$ cat src/common/tmr2_pkg.sv
// Timer two package: register map, field positions, reset values, prescale constants.
// Assumes a byte-wide special-function register space reached over classic Wishbone.
package tmr2_pkg;
   localparam int ADDR_W = 8;
   localparam logic [7:0] OFS_CONTROL = 8'hc8;
   localparam logic [7:0] OFS_MODE = 8'hc9;
   localparam logic [7:0] OFS_RELOAD_LO = 8'hca;
   localparam logic [7:0] OFS_RELOAD_HI = 8'hcb;
   localparam logic [7:0] OFS_COUNT_LO = 8'hcc;
   localparam logic [7:0] OFS_COUNT_HI = 8'hcd;
   localparam logic [7:0] OFS_CAP1_LO = 8'hce;
   localparam logic [7:0] OFS_CAP1_HI = 8'hcf;
   // Control fields
   localparam int CB_FLAG7 = 7;
   localparam int CB_EXT_FLAG = 6;
   localparam int CB_RX_BAUD = 5;
   localparam int CB_TX_BAUD = 4;
   localparam int CB_EXT_EN = 3;
   localparam int CB_RUN = 2;
   localparam int CB_SRC = 1;
   localparam int CB_CAPSEL = 0;
   // Mode fields
   localparam int MB_FASTEST = 7;
   localparam int MB_T2_RATE = 6;
   localparam int MB_T1_RATE = 5;
   localparam int MB_T0_RATE = 4;
   localparam int MB_EDGE_HI = 3;
   localparam int MB_EDGE_LO = 2;
   localparam int MB_CLK_OUT = 1;
   localparam int MB_CAP1_EN = 0;
   localparam logic [7:0] RST_BYTE = 8'h00;
   localparam logic [15:0] RST_WORD = 16'h0000;
   localparam logic [15:0] ALL_ONES = 16'hffff;
   localparam logic [3:0] DIV_12 = 4'hb;
   localparam logic [3:0] DIV_4 = 4'h3;
   localparam logic [3:0] DIV_2 = 4'h1;
endpackage : tmr2_pkg

$ cat src/hdl/tmr2_timer.sv
// Timer two with reload, two capture channels, baud tick generation, clock output,
// and the prescaler for timers zero and one.
// Assumes count and trigger pins are synchronous to CLK; Wishbone master is classic single cycle.
// Notes on behaviour
// Sixteen-bit counter; roll-over from all ones sets overflow flag unless capture-one mode.
// Overflow flag not set while either baud select is one.
// In capture-one mode control bit seven is capture-one flag, set by count-pin edge.
// Trigger flag set on trigger-pin active edge while trigger enable is one.
// Receive baud tick from timer one when select is zero, else this timer.
// Transmit baud tick from timer one when select is zero, else this timer.
// Trigger pin ignored when enable is zero; else edge causes reload or capture unless either baud select is one.
// Counter runs only while run bit is one; software sets and clears it.
// Clock source zero counts internal clock; one counts count-pin falling edges.
// Function select zero reloads on overflow or trigger; one captures on trigger edge.
// Software keeps function select zero while either baud select is one.
// Fastest-clock bit picks undivided clock for timers on their fast clock.
// Timing use: divide by twelve, or four or one by fastest bit.
// Baud use: divide by four, or two or one by fastest bit.
// Timer one prescale: twelve, or four or one by fastest bit.
// Timer zero prescale: twelve, or four or one by fastest bit.
// Edge field: X0 falling to falling, 01 any edge, 11 rising to rising.
// Clock-output enable drives count pin at half overflow rate; else output off.
// Capture-one acts only with baud selects zero, capsel one, internal source, no output.
// Captures stored in reload/capture-two and capture-one; capture-one is read-only.
// Byte pairs also reachable as sixteen-bit word at low-byte address.
// Reload mode loads counter from reload register after each overflow.
// Pins synchronised before edge detection; one event per qualifying edge.
//
// Register access over Wishbone is this design's own decision.
module tmr2_timer #(
   parameter int DATA_W = 16
) (
   // System
   input wire logic CLK,
   input wire logic RST,
   // Wishbone slave
   input wire logic WB_CYC,
   input wire logic WB_STB,
   input wire logic WB_WE,
   input wire logic [tmr2_pkg::ADDR_W-1:0] WB_ADR,
   input wire logic [1:0] WB_SEL,
   input wire logic [15:0] WB_DAT_I,
   output logic [15:0] WB_DAT_O,
   output logic WB_ACK,
   // Pins
   input wire logic COUNT_PIN_I,
   output logic COUNT_PIN_O,
   output logic COUNT_PIN_OE,
   input wire logic TRIGGER_PIN,
   // Companion timers and serial port
   input wire logic T1_OVF,
   output logic T0_TICK,
   output logic T1_TICK,
   output logic RX_BAUD_TICK,
   output logic TX_BAUD_TICK
);
   import tmr2_pkg::*;

   if (DATA_W != 16) begin : g_width_check
      $error("DATA_W must be 16");
   end

   typedef struct packed {
      logic [7:0] ctl;
      logic [7:0] mode;
      logic [15:0] reload;
      logic [15:0] count;
      logic [15:0] cap1;
      logic [2:0] cnt_sync;
      logic [2:0] trg_sync;
      logic [3:0] div_tmr2;
      logic [3:0] div_t1;
      logic [3:0] div_t0;
      logic clk_out;
      logic ack;
      logic [15:0] rdat;
      logic t0_tick;
      logic t1_tick;
      logic rx_tick;
      logic tx_tick;
   } tmr2_state_t;

   tmr2_state_t s_q, s_d;

   function automatic logic [3:0] tmr2_div_limit(input logic rate, input logic fastest, input logic baud);
      if (!rate) begin
         tmr2_div_limit = baud ? DIV_4 : DIV_12;
      end else if (fastest) begin
         tmr2_div_limit = 4'h0;
      end else begin
         tmr2_div_limit = baud ? DIV_2 : DIV_4;
      end
   endfunction : tmr2_div_limit

   function automatic logic tmr2_edge(input logic [1:0] sel, input logic prev, input logic cur);
      if (!sel[0]) begin
         tmr2_edge = prev & ~cur;
      end else if (!sel[1]) begin
         tmr2_edge = prev ^ cur;
      end else begin
         tmr2_edge = ~prev & cur;
      end
   endfunction : tmr2_edge

   logic baud_mode, cap1_mode, cnt_fall, cnt_act, trg_act, tick2, inc, ovf;
   logic wr_ctl, wr_mode, wr_rl, wr_rh, wr_cl, wr_ch, bus_go;
   logic [15:0] cnt_next;

   always_comb begin
      s_d = s_q;
      baud_mode = s_q.ctl[CB_RX_BAUD] | s_q.ctl[CB_TX_BAUD];
      // Capture-one qualified by all the conditions
      cap1_mode = s_q.mode[MB_CAP1_EN] & ~baud_mode & s_q.ctl[CB_CAPSEL] & ~s_q.ctl[CB_SRC]
         & ~s_q.mode[MB_CLK_OUT];
      // Second stage read only by third stage and edge logic
      s_d.cnt_sync = {s_q.cnt_sync[1:0], COUNT_PIN_I};
      s_d.trg_sync = {s_q.trg_sync[1:0], TRIGGER_PIN};
      cnt_fall = s_q.cnt_sync[2] & ~s_q.cnt_sync[1];
      cnt_act = tmr2_edge(s_q.mode[MB_EDGE_HI:MB_EDGE_LO], s_q.cnt_sync[2], s_q.cnt_sync[1]);
      trg_act = s_q.ctl[CB_EXT_EN]
         & tmr2_edge(s_q.mode[MB_EDGE_HI:MB_EDGE_LO], s_q.trg_sync[2], s_q.trg_sync[1]);
      // Prescalers
      tick2 = (s_q.div_tmr2 == 4'h0);
      s_d.div_tmr2 = tick2 ? tmr2_div_limit(s_q.mode[MB_T2_RATE], s_q.mode[MB_FASTEST], baud_mode)
         : s_q.div_tmr2 - 4'h1;
      s_d.t1_tick = (s_q.div_t1 == 4'h0);
      s_d.div_t1 = s_d.t1_tick ? tmr2_div_limit(s_q.mode[MB_T1_RATE], s_q.mode[MB_FASTEST], 1'b0)
         : s_q.div_t1 - 4'h1;
      s_d.t0_tick = (s_q.div_t0 == 4'h0);
      s_d.div_t0 = s_d.t0_tick ? tmr2_div_limit(s_q.mode[MB_T0_RATE], s_q.mode[MB_FASTEST], 1'b0)
         : s_q.div_t0 - 4'h1;
      inc = s_q.ctl[CB_RUN] & (s_q.ctl[CB_SRC] ? cnt_fall : tick2);
      ovf = inc & (s_q.count == ALL_ONES);
      cnt_next = inc ? s_q.count + 16'h0001 : s_q.count;
      // Reload on overflow in reload or baud mode, or on trigger in reload mode
      if ((ovf && (!s_q.ctl[CB_CAPSEL] || baud_mode)) || (trg_act && !s_q.ctl[CB_CAPSEL] && !baud_mode)) begin
         cnt_next = s_q.reload;
      end
      s_d.rx_tick = s_q.ctl[CB_RX_BAUD] ? ovf : T1_OVF;
      s_d.tx_tick = s_q.ctl[CB_TX_BAUD] ? ovf : T1_OVF;
      if (ovf && s_q.mode[MB_CLK_OUT]) begin
         s_d.clk_out = ~s_q.clk_out;
      end
      if (!s_q.mode[MB_CLK_OUT]) begin
         s_d.clk_out = 1'b0;
      end
      // Bus decode
      bus_go = WB_CYC & WB_STB & ~s_q.ack;
      wr_ctl = bus_go & WB_WE & WB_SEL[0] & (WB_ADR == OFS_CONTROL);
      wr_mode = bus_go & WB_WE & WB_SEL[0] & (WB_ADR == OFS_MODE);
      wr_rl = bus_go & WB_WE & WB_SEL[0] & (WB_ADR == OFS_RELOAD_LO);
      wr_rh = bus_go & WB_WE & ((WB_SEL[0] & (WB_ADR == OFS_RELOAD_HI))
         | (WB_SEL[1] & (WB_ADR == OFS_RELOAD_LO)));
      wr_cl = bus_go & WB_WE & WB_SEL[0] & (WB_ADR == OFS_COUNT_LO);
      wr_ch = bus_go & WB_WE & ((WB_SEL[0] & (WB_ADR == OFS_COUNT_HI))
         | (WB_SEL[1] & (WB_ADR == OFS_COUNT_LO)));
      s_d.ack = bus_go;
      s_d.rdat = 16'h0000;
      if (bus_go && !WB_WE) begin
         case (WB_ADR)
            OFS_CONTROL: s_d.rdat = {8'h00, s_q.ctl};
            OFS_MODE: s_d.rdat = {8'h00, s_q.mode};
            OFS_RELOAD_LO: s_d.rdat = s_q.reload;
            OFS_RELOAD_HI: s_d.rdat = {8'h00, s_q.reload[15:8]};
            OFS_COUNT_LO: s_d.rdat = s_q.count;
            OFS_COUNT_HI: s_d.rdat = {8'h00, s_q.count[15:8]};
            OFS_CAP1_LO: s_d.rdat = s_q.cap1;
            OFS_CAP1_HI: s_d.rdat = {8'h00, s_q.cap1[15:8]};
            default: s_d.rdat = 16'h0000;
         endcase
      end
      // Software writes first, except count writes, which follow and beat the counter update; hardware events then win over clears
      if (wr_ctl) s_d.ctl = WB_DAT_I[7:0];
      if (wr_mode) s_d.mode = WB_DAT_I[7:0];
      if (wr_rl) s_d.reload[7:0] = WB_DAT_I[7:0];
      if (wr_rh) s_d.reload[15:8] = (WB_ADR == OFS_RELOAD_LO) ? WB_DAT_I[15:8] : WB_DAT_I[7:0];
      s_d.count = cnt_next;
      if (wr_cl) s_d.count[7:0] = WB_DAT_I[7:0];
      if (wr_ch) s_d.count[15:8] = (WB_ADR == OFS_COUNT_LO) ? WB_DAT_I[15:8] : WB_DAT_I[7:0];
      if (ovf && !cap1_mode && !baud_mode) s_d.ctl[CB_FLAG7] = 1'b1;
      if (cap1_mode && cnt_act) begin
         s_d.ctl[CB_FLAG7] = 1'b1;
         s_d.cap1 = s_q.count;
      end
      if (trg_act) begin
         s_d.ctl[CB_EXT_FLAG] = 1'b1;
         if (s_q.ctl[CB_CAPSEL] && !baud_mode) s_d.reload = s_q.count;
      end
   end

   always_ff @(posedge CLK) begin
      if (RST) begin
         s_q <= '0;
         s_q.ctl <= RST_BYTE;
         s_q.mode <= RST_BYTE;
         s_q.reload <= RST_WORD;
         s_q.count <= RST_WORD;
      end else begin
         s_q <= s_d;
      end
   end

   assign WB_DAT_O = s_q.rdat;
   assign WB_ACK = s_q.ack;
   assign COUNT_PIN_O = s_q.clk_out;
   assign COUNT_PIN_OE = s_q.mode[MB_CLK_OUT];
   assign T0_TICK = s_q.t0_tick;
   assign T1_TICK = s_q.t1_tick;
   assign RX_BAUD_TICK = s_q.rx_tick;
   assign TX_BAUD_TICK = s_q.tx_tick;

   AST_OVF_FLAG: assert property (@(posedge CLK) disable iff (RST)
      ovf && !cap1_mode && !baud_mode |=> s_q.ctl[CB_FLAG7])
      else $error("overflow flag not set");

   AST_FLAG_STICKY: assert property (@(posedge CLK) disable iff (RST)
      s_q.ctl[CB_FLAG7] && !wr_ctl |=> s_q.ctl[CB_FLAG7])
      else $error("flag seven cleared by hardware");

   AST_ROLL_ZERO: assert property (@(posedge CLK) disable iff (RST)
      ovf && s_q.ctl[CB_CAPSEL] && !baud_mode && !wr_cl && !wr_ch |=> s_q.count == RST_WORD)
      else $error("counter did not roll to zero");

   AST_BAUD_NO_FLAG: assert property (@(posedge CLK) disable iff (RST)
      baud_mode && !wr_ctl && !s_q.ctl[CB_FLAG7] && !cap1_mode |=> !s_q.ctl[CB_FLAG7])
      else $error("flag set in baud mode");

   AST_CAP1: assert property (@(posedge CLK) disable iff (RST)
      cap1_mode && cnt_act |=> s_q.cap1 == $past(s_q.count) && s_q.ctl[CB_FLAG7])
      else $error("capture one missed");

   AST_CAP1_NO_OVF_FLAG: assert property (@(posedge CLK) disable iff (RST)
      cap1_mode && !cnt_act && !wr_ctl && !s_q.ctl[CB_FLAG7] |=> !s_q.ctl[CB_FLAG7])
      else $error("capture one flag set without edge");

   AST_TRG_FLAG: assert property (@(posedge CLK) disable iff (RST)
      trg_act |=> s_q.ctl[CB_EXT_FLAG])
      else $error("trigger flag not set");

   AST_EXT_STICKY: assert property (@(posedge CLK) disable iff (RST)
      s_q.ctl[CB_EXT_FLAG] && !wr_ctl |=> s_q.ctl[CB_EXT_FLAG])
      else $error("trigger flag cleared by hardware");

   AST_RX_SEL: assert property (@(posedge CLK) disable iff (RST)
      !s_q.ctl[CB_RX_BAUD] |=> RX_BAUD_TICK == $past(T1_OVF))
      else $error("rx tick wrong");

   AST_TX_SEL: assert property (@(posedge CLK) disable iff (RST)
      !s_q.ctl[CB_TX_BAUD] |=> TX_BAUD_TICK == $past(T1_OVF))
      else $error("tx tick wrong");

   AST_RX_OWN: assert property (@(posedge CLK) disable iff (RST)
      s_q.ctl[CB_RX_BAUD] |=> RX_BAUD_TICK == $past(ovf))
      else $error("rx tick not from own overflow");

   AST_TX_OWN: assert property (@(posedge CLK) disable iff (RST)
      s_q.ctl[CB_TX_BAUD] |=> TX_BAUD_TICK == $past(ovf))
      else $error("tx tick not from own overflow");

   AST_TRG_IGNORED: assert property (@(posedge CLK) disable iff (RST)
      !s_q.ctl[CB_EXT_EN] && !wr_ctl && !s_q.ctl[CB_EXT_FLAG] |=> !s_q.ctl[CB_EXT_FLAG])
      else $error("trigger seen while disabled");

   AST_STOPPED: assert property (@(posedge CLK) disable iff (RST)
      !s_q.ctl[CB_RUN] && !wr_cl && !wr_ch && !trg_act |=> $stable(s_q.count))
      else $error("counter moved while stopped");

   AST_RUN_HOLD: assert property (@(posedge CLK) disable iff (RST)
      !wr_ctl |=> s_q.ctl[CB_RUN] == $past(s_q.ctl[CB_RUN]))
      else $error("run bit changed by hardware");

   AST_RUN_COUNT: assert property (@(posedge CLK) disable iff (RST)
      s_q.ctl[CB_RUN] && !s_q.ctl[CB_SRC] && tick2 && !ovf && !trg_act && !wr_cl && !wr_ch
      |=> s_q.count == $past(s_q.count) + 16'h0001)
      else $error("internal count step missed");

   AST_PIN_COUNT: assert property (@(posedge CLK) disable iff (RST)
      s_q.ctl[CB_RUN] && s_q.ctl[CB_SRC] && cnt_fall && !ovf && !trg_act && !wr_cl && !wr_ch
      |=> s_q.count == $past(s_q.count) + 16'h0001)
      else $error("pin count step missed");

   AST_PIN_IDLE: assert property (@(posedge CLK) disable iff (RST)
      s_q.ctl[CB_RUN] && s_q.ctl[CB_SRC] && !cnt_fall && !trg_act && !wr_cl && !wr_ch |=> $stable(s_q.count))
      else $error("pin counter moved without edge");

   AST_CAPTURE_TWO: assert property (@(posedge CLK) disable iff (RST)
      trg_act && s_q.ctl[CB_CAPSEL] && !baud_mode |=> s_q.reload == $past(s_q.count))
      else $error("capture two missed");

   AST_TRG_RELOAD: assert property (@(posedge CLK) disable iff (RST)
      trg_act && !s_q.ctl[CB_CAPSEL] && !baud_mode && !wr_cl && !wr_ch |=> s_q.count == $past(s_q.reload))
      else $error("trigger reload missed");

   AST_RELOAD: assert property (@(posedge CLK) disable iff (RST)
      ovf && !s_q.ctl[CB_CAPSEL] && !wr_cl && !wr_ch |=> s_q.count == $past(s_q.reload))
      else $error("reload missed");

   AST_BAUD_RELOAD: assert property (@(posedge CLK) disable iff (RST)
      ovf && baud_mode && !wr_cl && !wr_ch |=> s_q.count == $past(s_q.reload))
      else $error("baud reload missed");

   AST_DIV_STD: assert property (@(posedge CLK) disable iff (RST)
      tick2 && !s_q.mode[MB_T2_RATE] && !baud_mode |=> s_q.div_tmr2 == DIV_12)
      else $error("standard timing divide wrong");

   AST_DIV_FAST: assert property (@(posedge CLK) disable iff (RST)
      tick2 && s_q.mode[MB_T2_RATE] && !s_q.mode[MB_FASTEST] && !baud_mode |=> s_q.div_tmr2 == DIV_4)
      else $error("fast timing divide wrong");

   AST_DIV_BAUD_STD: assert property (@(posedge CLK) disable iff (RST)
      tick2 && !s_q.mode[MB_T2_RATE] && baud_mode |=> s_q.div_tmr2 == DIV_4)
      else $error("standard baud divide wrong");

   AST_DIV_BAUD_FAST: assert property (@(posedge CLK) disable iff (RST)
      tick2 && s_q.mode[MB_T2_RATE] && !s_q.mode[MB_FASTEST] && baud_mode |=> s_q.div_tmr2 == DIV_2)
      else $error("fast baud divide wrong");

   AST_DIV_FASTEST: assert property (@(posedge CLK) disable iff (RST)
      tick2 && s_q.mode[MB_T2_RATE] && s_q.mode[MB_FASTEST] |=> s_q.div_tmr2 == 4'h0)
      else $error("fastest clock divided");

   AST_DIV_COUNTDOWN: assert property (@(posedge CLK) disable iff (RST)
      !tick2 |=> s_q.div_tmr2 == $past(s_q.div_tmr2) - 4'h1)
      else $error("prescaler skipped a step");

   AST_T1_STD: assert property (@(posedge CLK) disable iff (RST)
      s_q.div_t1 == 4'h0 && !s_q.mode[MB_T1_RATE] |=> s_q.div_t1 == DIV_12 && T1_TICK)
      else $error("timer one standard prescale wrong");

   AST_T1_FAST: assert property (@(posedge CLK) disable iff (RST)
      s_q.div_t1 == 4'h0 && s_q.mode[MB_T1_RATE] && !s_q.mode[MB_FASTEST] |=> s_q.div_t1 == DIV_4 && T1_TICK)
      else $error("timer one fast prescale wrong");

   AST_T0_STD: assert property (@(posedge CLK) disable iff (RST)
      s_q.div_t0 == 4'h0 && !s_q.mode[MB_T0_RATE] |=> s_q.div_t0 == DIV_12 && T0_TICK)
      else $error("timer zero standard prescale wrong");

   AST_T0_FAST: assert property (@(posedge CLK) disable iff (RST)
      s_q.div_t0 == 4'h0 && s_q.mode[MB_T0_RATE] && !s_q.mode[MB_FASTEST] |=> s_q.div_t0 == DIV_4 && T0_TICK)
      else $error("timer zero fast prescale wrong");

   AST_T0_FASTEST: assert property (@(posedge CLK) disable iff (RST)
      s_q.div_t0 == 4'h0 && s_q.mode[MB_T0_RATE] && s_q.mode[MB_FASTEST] |=> s_q.div_t0 == 4'h0 && T0_TICK)
      else $error("timer zero fastest prescale wrong");

   AST_EDGE_FALL: assert property (@(posedge CLK) disable iff (RST)
      cap1_mode && !s_q.mode[MB_EDGE_LO] && s_q.cnt_sync[2] && !s_q.cnt_sync[1] |=> s_q.ctl[CB_FLAG7])
      else $error("falling edge not captured");

   AST_EDGE_ANY: assert property (@(posedge CLK) disable iff (RST)
      cap1_mode && !s_q.mode[MB_EDGE_HI] && s_q.mode[MB_EDGE_LO] && (s_q.cnt_sync[2] != s_q.cnt_sync[1])
      |=> s_q.ctl[CB_FLAG7])
      else $error("level change not captured");

   AST_EDGE_RISE: assert property (@(posedge CLK) disable iff (RST)
      cap1_mode && s_q.mode[MB_EDGE_HI] && s_q.mode[MB_EDGE_LO] && !s_q.cnt_sync[2] && s_q.cnt_sync[1]
      |=> s_q.ctl[CB_FLAG7])
      else $error("rising edge not captured");

   AST_EDGE_RISE_ONLY: assert property (@(posedge CLK) disable iff (RST)
      cap1_mode && s_q.mode[MB_EDGE_HI] && s_q.mode[MB_EDGE_LO] && s_q.cnt_sync[2] && !s_q.cnt_sync[1]
      && !wr_ctl && !s_q.ctl[CB_FLAG7] |=> !s_q.ctl[CB_FLAG7])
      else $error("falling edge captured in rising mode");

   AST_CLKOUT_TOGGLE: assert property (@(posedge CLK) disable iff (RST)
      ovf && s_q.mode[MB_CLK_OUT] |=> COUNT_PIN_O != $past(COUNT_PIN_O))
      else $error("clock output did not toggle");

   AST_CLKOUT_OFF: assert property (@(posedge CLK) disable iff (RST)
      !s_q.mode[MB_CLK_OUT] |=> !COUNT_PIN_O)
      else $error("clock output active while off");

   AST_OE_FOLLOWS: assert property (@(posedge CLK) disable iff (RST)
      wr_mode |=> COUNT_PIN_OE == $past(WB_DAT_I[MB_CLK_OUT]))
      else $error("pin enable does not follow mode");

   AST_CAP1_GATED: assert property (@(posedge CLK) disable iff (RST)
      !cap1_mode |=> $stable(s_q.cap1))
      else $error("capture one changed outside its mode");

   AST_WORD_READ: assert property (@(posedge CLK) disable iff (RST)
      bus_go && !WB_WE && WB_ADR == OFS_COUNT_LO |=> WB_DAT_O == $past(s_q.count))
      else $error("counter word read wrong");

   AST_WORD_WRITE: assert property (@(posedge CLK) disable iff (RST)
      bus_go && WB_WE && WB_SEL == 2'b11 && WB_ADR == OFS_RELOAD_LO && !trg_act |=> s_q.reload == $past(WB_DAT_I))
      else $error("reload word write wrong");

   AST_CNT_WORD_WRITE: assert property (@(posedge CLK) disable iff (RST)
      bus_go && WB_WE && WB_SEL == 2'b11 && WB_ADR == OFS_COUNT_LO |=> s_q.count == $past(WB_DAT_I))
      else $error("counter word write wrong");

   AST_ACK_ANSWER: assert property (@(posedge CLK) disable iff (RST)
      bus_go |=> WB_ACK)
      else $error("request not acknowledged");
endmodule : tmr2_timer

$ cat config.mk
export PLATFORM = sky130hd
export DESIGN_NAME = tmr2_timer
export DESIGN_NICKNAME = d
export VERILOG_FILES = /design/src/common/tmr2_pkg.sv /design/src/hdl/tmr2_timer.sv
export SDC_FILE = /design/constraint.sdc
export NUM_CORES = 1
export LEC_CHECK = 0
export BUFFER_PORTS_ARGS = -buffer_cell sky130_fd_sc_hd__buf_2
export CORE_ASPECT_RATIO = 1.4
export CORE_MARGIN = 1.5
export CORE_UTILIZATION = 30
export DETAILED_ROUTE_END_ITERATION = 6
export PLACE_DENSITY = 0.54
export SYNTH_ARGS = -nofsm -noshare
export SYNTH_HDL_FRONTEND = slang
export SYNTH_SLANG_ARGS = --single-unit
$ cat constraint.sdc
create_clock -name CLK -period 2.6 [get_ports CLK]
set_input_delay 0.26 -clock CLK [delete_from_list [all_inputs] [get_ports CLK]]
set_output_delay 0.26 -clock CLK [all_outputs]
set_load 0.02 [all_outputs]
* After elaboration in Yosys (flattened, before gate mapping)
Index checks and enable logic that the tools add are counted.
Storage, ports and cells: register bits 104, logic and storage cells 129
Cells by class: $add $sub $neg 4, equal/unequal tests 9, mux-type cells 32, bitwise gates (word level) 40, reduce and logical (&&, ||, !) cells 24
Operator list (count):
- $pmux 16 s8 | 1
- $eq 8x8->1 const B | 8
- $mux 16 | 4
- $mux 8 | 7
- $mux 4 | 7
- $and 1x1->1 | 25
- $add 16x1->16 const B | 1
- $eq 16x16->1 const B | 1
- $logic_not 4->1 | 3
- $sub 4x1->4 const B | 3
- $mux 1 | 10
- $not 1->1 | 10
- $logic_and 1x1->1 | 9
- $reduce_bool 3->1 | 3
- $mux 2 | 3
- $logic_not 1->1 | 4
- $reduce_or 2->1 | 2
- $or 1x1->1 | 3
- $logic_or 1x1->1 | 2
- $reduce_bool 2->1 | 1
- $xor 1x1->1 | 2

* Depth between registers and ports, before layout
depth in word-level cells 11, mapped depth 10

* Least setup slack after synthesis
Ideal clock, no wire load.
kind register -> register, start register s_q[30] (netlist bit), end register s_q[56] (netlist bit), library setup time 0.091 ns, data arrival time 1.877 ns, data required time 2.509 ns, setup slack 0.632 ns, stages on the path, launching flop included 10, cell sequence dfxtp_1 inv_1 ha_1 nor4b_4 or2_2 and2_1 clkbuf_1 a21oi_1 nand2_1 a311oi_1
Between the ends: longest elaborated chain between the ends 8, elaborated cells between the ends (all ways) 9
Ends and longest elaborated chain:
- from (decl) | line tmr2_timer.sv:83 | tmr2_state_t s_q, s_d;
- $logic_not 4->1 * | line tmr2_timer.sv:123 | tick2 = (s_q.div_tmr2 == 4'h0);
- $mux 1 * | line tmr2_timer.sv:132 | inc = s_q.ctl[CB_RUN] & (s_q.ctl[CB_SRC] ? cnt_fall : tick2);
- $and 1x1->1 * | line tmr2_timer.sv:132
- $and 1x1->1 | line tmr2_timer.sv:133 | ovf = inc & (s_q.count == ALL_ONES);
- $logic_and 1x1->1 | line tmr2_timer.sv:136 | if ((ovf && (!s_q.ctl[CB_CAPSEL] || baud_mode)) || (trg_act && !s_q.ctl[CB_CAPSEL] && !baud_mode)) begin
- $logic_or 1x1->1 | line tmr2_timer.sv:136
- $mux 16 | line tmr2_timer.sv:136
- $mux 8 | line tmr2_timer.sv:178 | if (wr_cl) s_d.count[7:0] = WB_DAT_I[7:0];
Mark *: on every way between the ends. The rest lies on a longest branch, timed or not. A chain may end at the register's enable or synchronous reset.

* Worst setup path in the final report
start register s_q[30] (netlist bit), end register s_q[57] (netlist bit)
The elaborated chain is that of the path after synthesis.

==> impl_metrics.csv <==
group,metric,value,unit
setup_path,crit_chain,"inv_1 > ha_1 > nor4b_4 > or2_2 > and2_1 > a21oi_1 > nand2_1 > a311oi_1",
setup_path,path_max_fanout,8,
routing,dr.pass1.iters,6,
finish,nets,700,
timing,final.setup.tns,0,ns
floorplanning,die-area,19400,sq um
timing,rsz0062_at_grt,"no",
setup_path,worstPathArrival,2.70,ns
timing,hold_viol_final,0,
finish,fillers,1857,
floorplanning,coreArea,18100,sq um
run,drv_cap,0,
logic_synthesis,yosysWarnings,0,
timing,fmax,0.410,GHz
timing,maxSlewHeadroom,58.2,%
clocking,h-tree-depth,3,
routing,vias,4800,
clocking,cts_setup_buffers,0,
logic_synthesis,synth.net_count,666,
setup_path,cp_slowest_cell,"a21oi_1",
finish,multi_input_area,3090,sq um
clocking,cts_hold_buf,0,
finish,n_antenna_cell,0,
clocking,cts_resized,0,
finish,drive_above_1_share,21.0,%
floorplanning,die_h,164,um
clocking,clock_sinks,104,
placed_design,hpwl,12900,um
timing,drv_slew,0,
global_routing,antenna_found_initial,0,
routing,wl_per_cell,19.3,um
pwr,powerDensity,576,nW/um^2
logic_synthesis,synth-seq-cells,104,
clocking,clock_tree.buffer_depth,2,
timing,finClkSkew,0.0154,ns
clocking,cts_buffers,9,
timing,post-route-min-period,2.44,ns
clocking,cts.reportedPaths.clkPinSlew,0.07,ns
floorplanning,num_rows,58,
clocking,cts_tree,"done",
setup_path,cp_num_buf_inv,1,
finish,final_common_cell,"dfxtp_1",
finish,regArea,2080,sq um
floorplanning,start_util,30.8,%
clocking,root_buffer,"clkbuf_16",
routing,vias_per_cell,5.32,
pwr,peakVddDrop,0.320,mV
floorplanning,pin_count,57,
logic_synthesis,ys_types,60,
global_routing,grt_max_degree,86,
clocking,clock_latency,0.36,ns
setup_path,crit_path_start_kind,"flop",
placed_design,gp_congestion,0.904,
placed_design,place.port_buffers,56,
logic_synthesis,ys_seq_area_share,37.5,%
logic_synthesis,synth-main-ff-cell,"dfxtp_1",
global_routing,grt_overflow,0,
finish,final_area,6400,sq um
timing,tightest_slew,0.627,ns
run_status,status,"finished, final reports clean",
worst_hold_path,worst_hold_path_type,"in -> reg",
routing,antenna_left,0,
timing,setup_viol_count_final,0,
global_routing,grt_pass1_wl,27000,um
pwr,p_leak,2.62,nW
setup_path,cp-end-kind,"flop",
setup_path,path_class,"reg -> reg",
routing,drc,0,
finish,area_growth,15.1,%
logic_synthesis,synthCells,623,
logic_synthesis,async_reset_ff_share,0,%
routing,wirelength,17400,um
logic_synthesis,synth_edf_count,0,
finish,final_util,35.4,%
logic_synthesis,syn_avg_cell_area,8.92,sq um
setup_path,cpLargestDelayFamily,"simple AND/OR/NAND/NOR gates",
setup_path,slowest_delay,0.54,ns
setup_path,cp.required,2.86,ns
placed_design,placed_area,6050,sq um
global_routing,grt_pass1_vias,4789,
floorplanning,die_w,118,um
finish,final_cell_mix,"dfxtp_1 (104), nor2_1 (80), mux2i_1 (72)",
timing,fin_crit_sh,93.9,%
logic_synthesis,synth.cell_area,5560,sq um
routing,drtIter0Drc,356,
global_routing,gr-usage-all-layers,18.4,%
worst paths after layout:
kind | from | end | slack [ns] | cells past startpoint
max | s_q[30] | s_q[57] | 0.16 | 8
min | TRIGGER_PIN | s_d[35] | 0.12 | 2
max reg2reg | s_q[30] | s_q[57] | 0.16 | 8
min reg2reg | s_d[35] | s_d[36] | 0.44 | 1
Yosys cell counts (3+ instances only):
| master | instances | area [sq um] |
|---|---|---|
| and4_1 | 3 | 26.3 |
| buf_4 | 17 | 128 |
| nor2b_1 | 7 | 43.8 |
| buf_1 | 6 | 22.5 |
| clkbuf_1 | 21 | 78.8 |
| nor3b_1 | 3 | 22.5 |
| o32ai_1 | 3 | 26.3 |
| nand2_1 | 66 | 248 |
| buf_6 | 3 | 33.8 |
| and3_1 | 7 | 43.8 |
| mux2i_1 | 72 | 721 |
| nand2b_1 | 4 | 25.0 |
| nand3_1 | 13 | 65.1 |
| a221oi_1 | 3 | 26.3 |
| ha_1 | 9 | 113 |
| buf_2 | 15 | 75.1 |
| mux2_2 | 10 | 113 |
| o211ai_1 | 8 | 60.1 |
| dfxtp_1 | 104 | 2080 |
| xnor2_1 | 6 | 52.6 |
| a21oi_1 | 33 | 165 |
| xor2_1 | 10 | 87.6 |
| a311oi_1 | 4 | 35.0 |
| a22oi_1 | 4 | 30.0 |
| and2_1 | 3 | 18.8 |
| o21ai_0 | 15 | 75.1 |
| a211o_1 | 4 | 35.0 |
| mux4_2 | 10 | 225 |
| a211oi_1 | 9 | 67.6 |
| inv_1 | 15 | 56.3 |
| a21oi_2 | 4 | 35.0 |
| nor2_1 | 80 | 300 |
| nor3_1 | 13 | 65.1 |
sequential cells by signal (all words and copies together), names as in the netlist:
name	flops
WB_ACK	1
T0_TICK	1
COUNT_PIN_OE	1
COUNT_PIN_O	1
WB_DAT_O	16
T1_TICK	1
s_q	77
s_d	4
TX_BAUD_TICK	1
RX_BAUD_TICK	1
stage by stage:
step / total power, mW / worst slack [ns] / cells / hold slack (ns)
6_report: 3.69 / 0.159 / 902 / 0.116
2_1_floorplan: 1.99 / 0.632 / 623 / 0.368
5_1_grt: 3.83 / 0.0359 / 902 / 0.141
4_1_cts: 3.71 / 0.163 / 902 / 0.115
3_3_place_gp: 2.10 / 0.353 / 886 / 0.427
3_5_place_dp: 2.12 / 0.210 / 886 / 0.426
cell families after synthesis:
logic type	share of synthesized area [%]
flops	37.5
simple gates	19.4
fa+ha+maj	2.03
compound gates	12.5
buf+inv	7.09
mux	19.0
xor+xnor	2.52
report_power, final:
group	internal (mW)	switching, mW
sequential	1.65	0.0486
combinational	0.159	0.226
clock	0.950	0.651
total	2.76	0.926
per-layer routing:
metal  track usage (%)  vias up  share of wire, %
li1                  -     2249                 -
met1              21.1     2368                39
met2              32.5      148                52
met3              2.57       35               4.2
met4              10.9        0               4.6
met5                 0        -                 0
final cells by class:
type                       instances  share of cell area (%)
clock buffer                      10                    3.58
clock inverter                     6                    1.82
inverter                          15                   0.880
multi-input combinational        442                    48.3
sequential                       104                    32.5
tap                              240                    4.69
timing repair buffer              85                    8.17
Power figures use the tool's default switching activity.
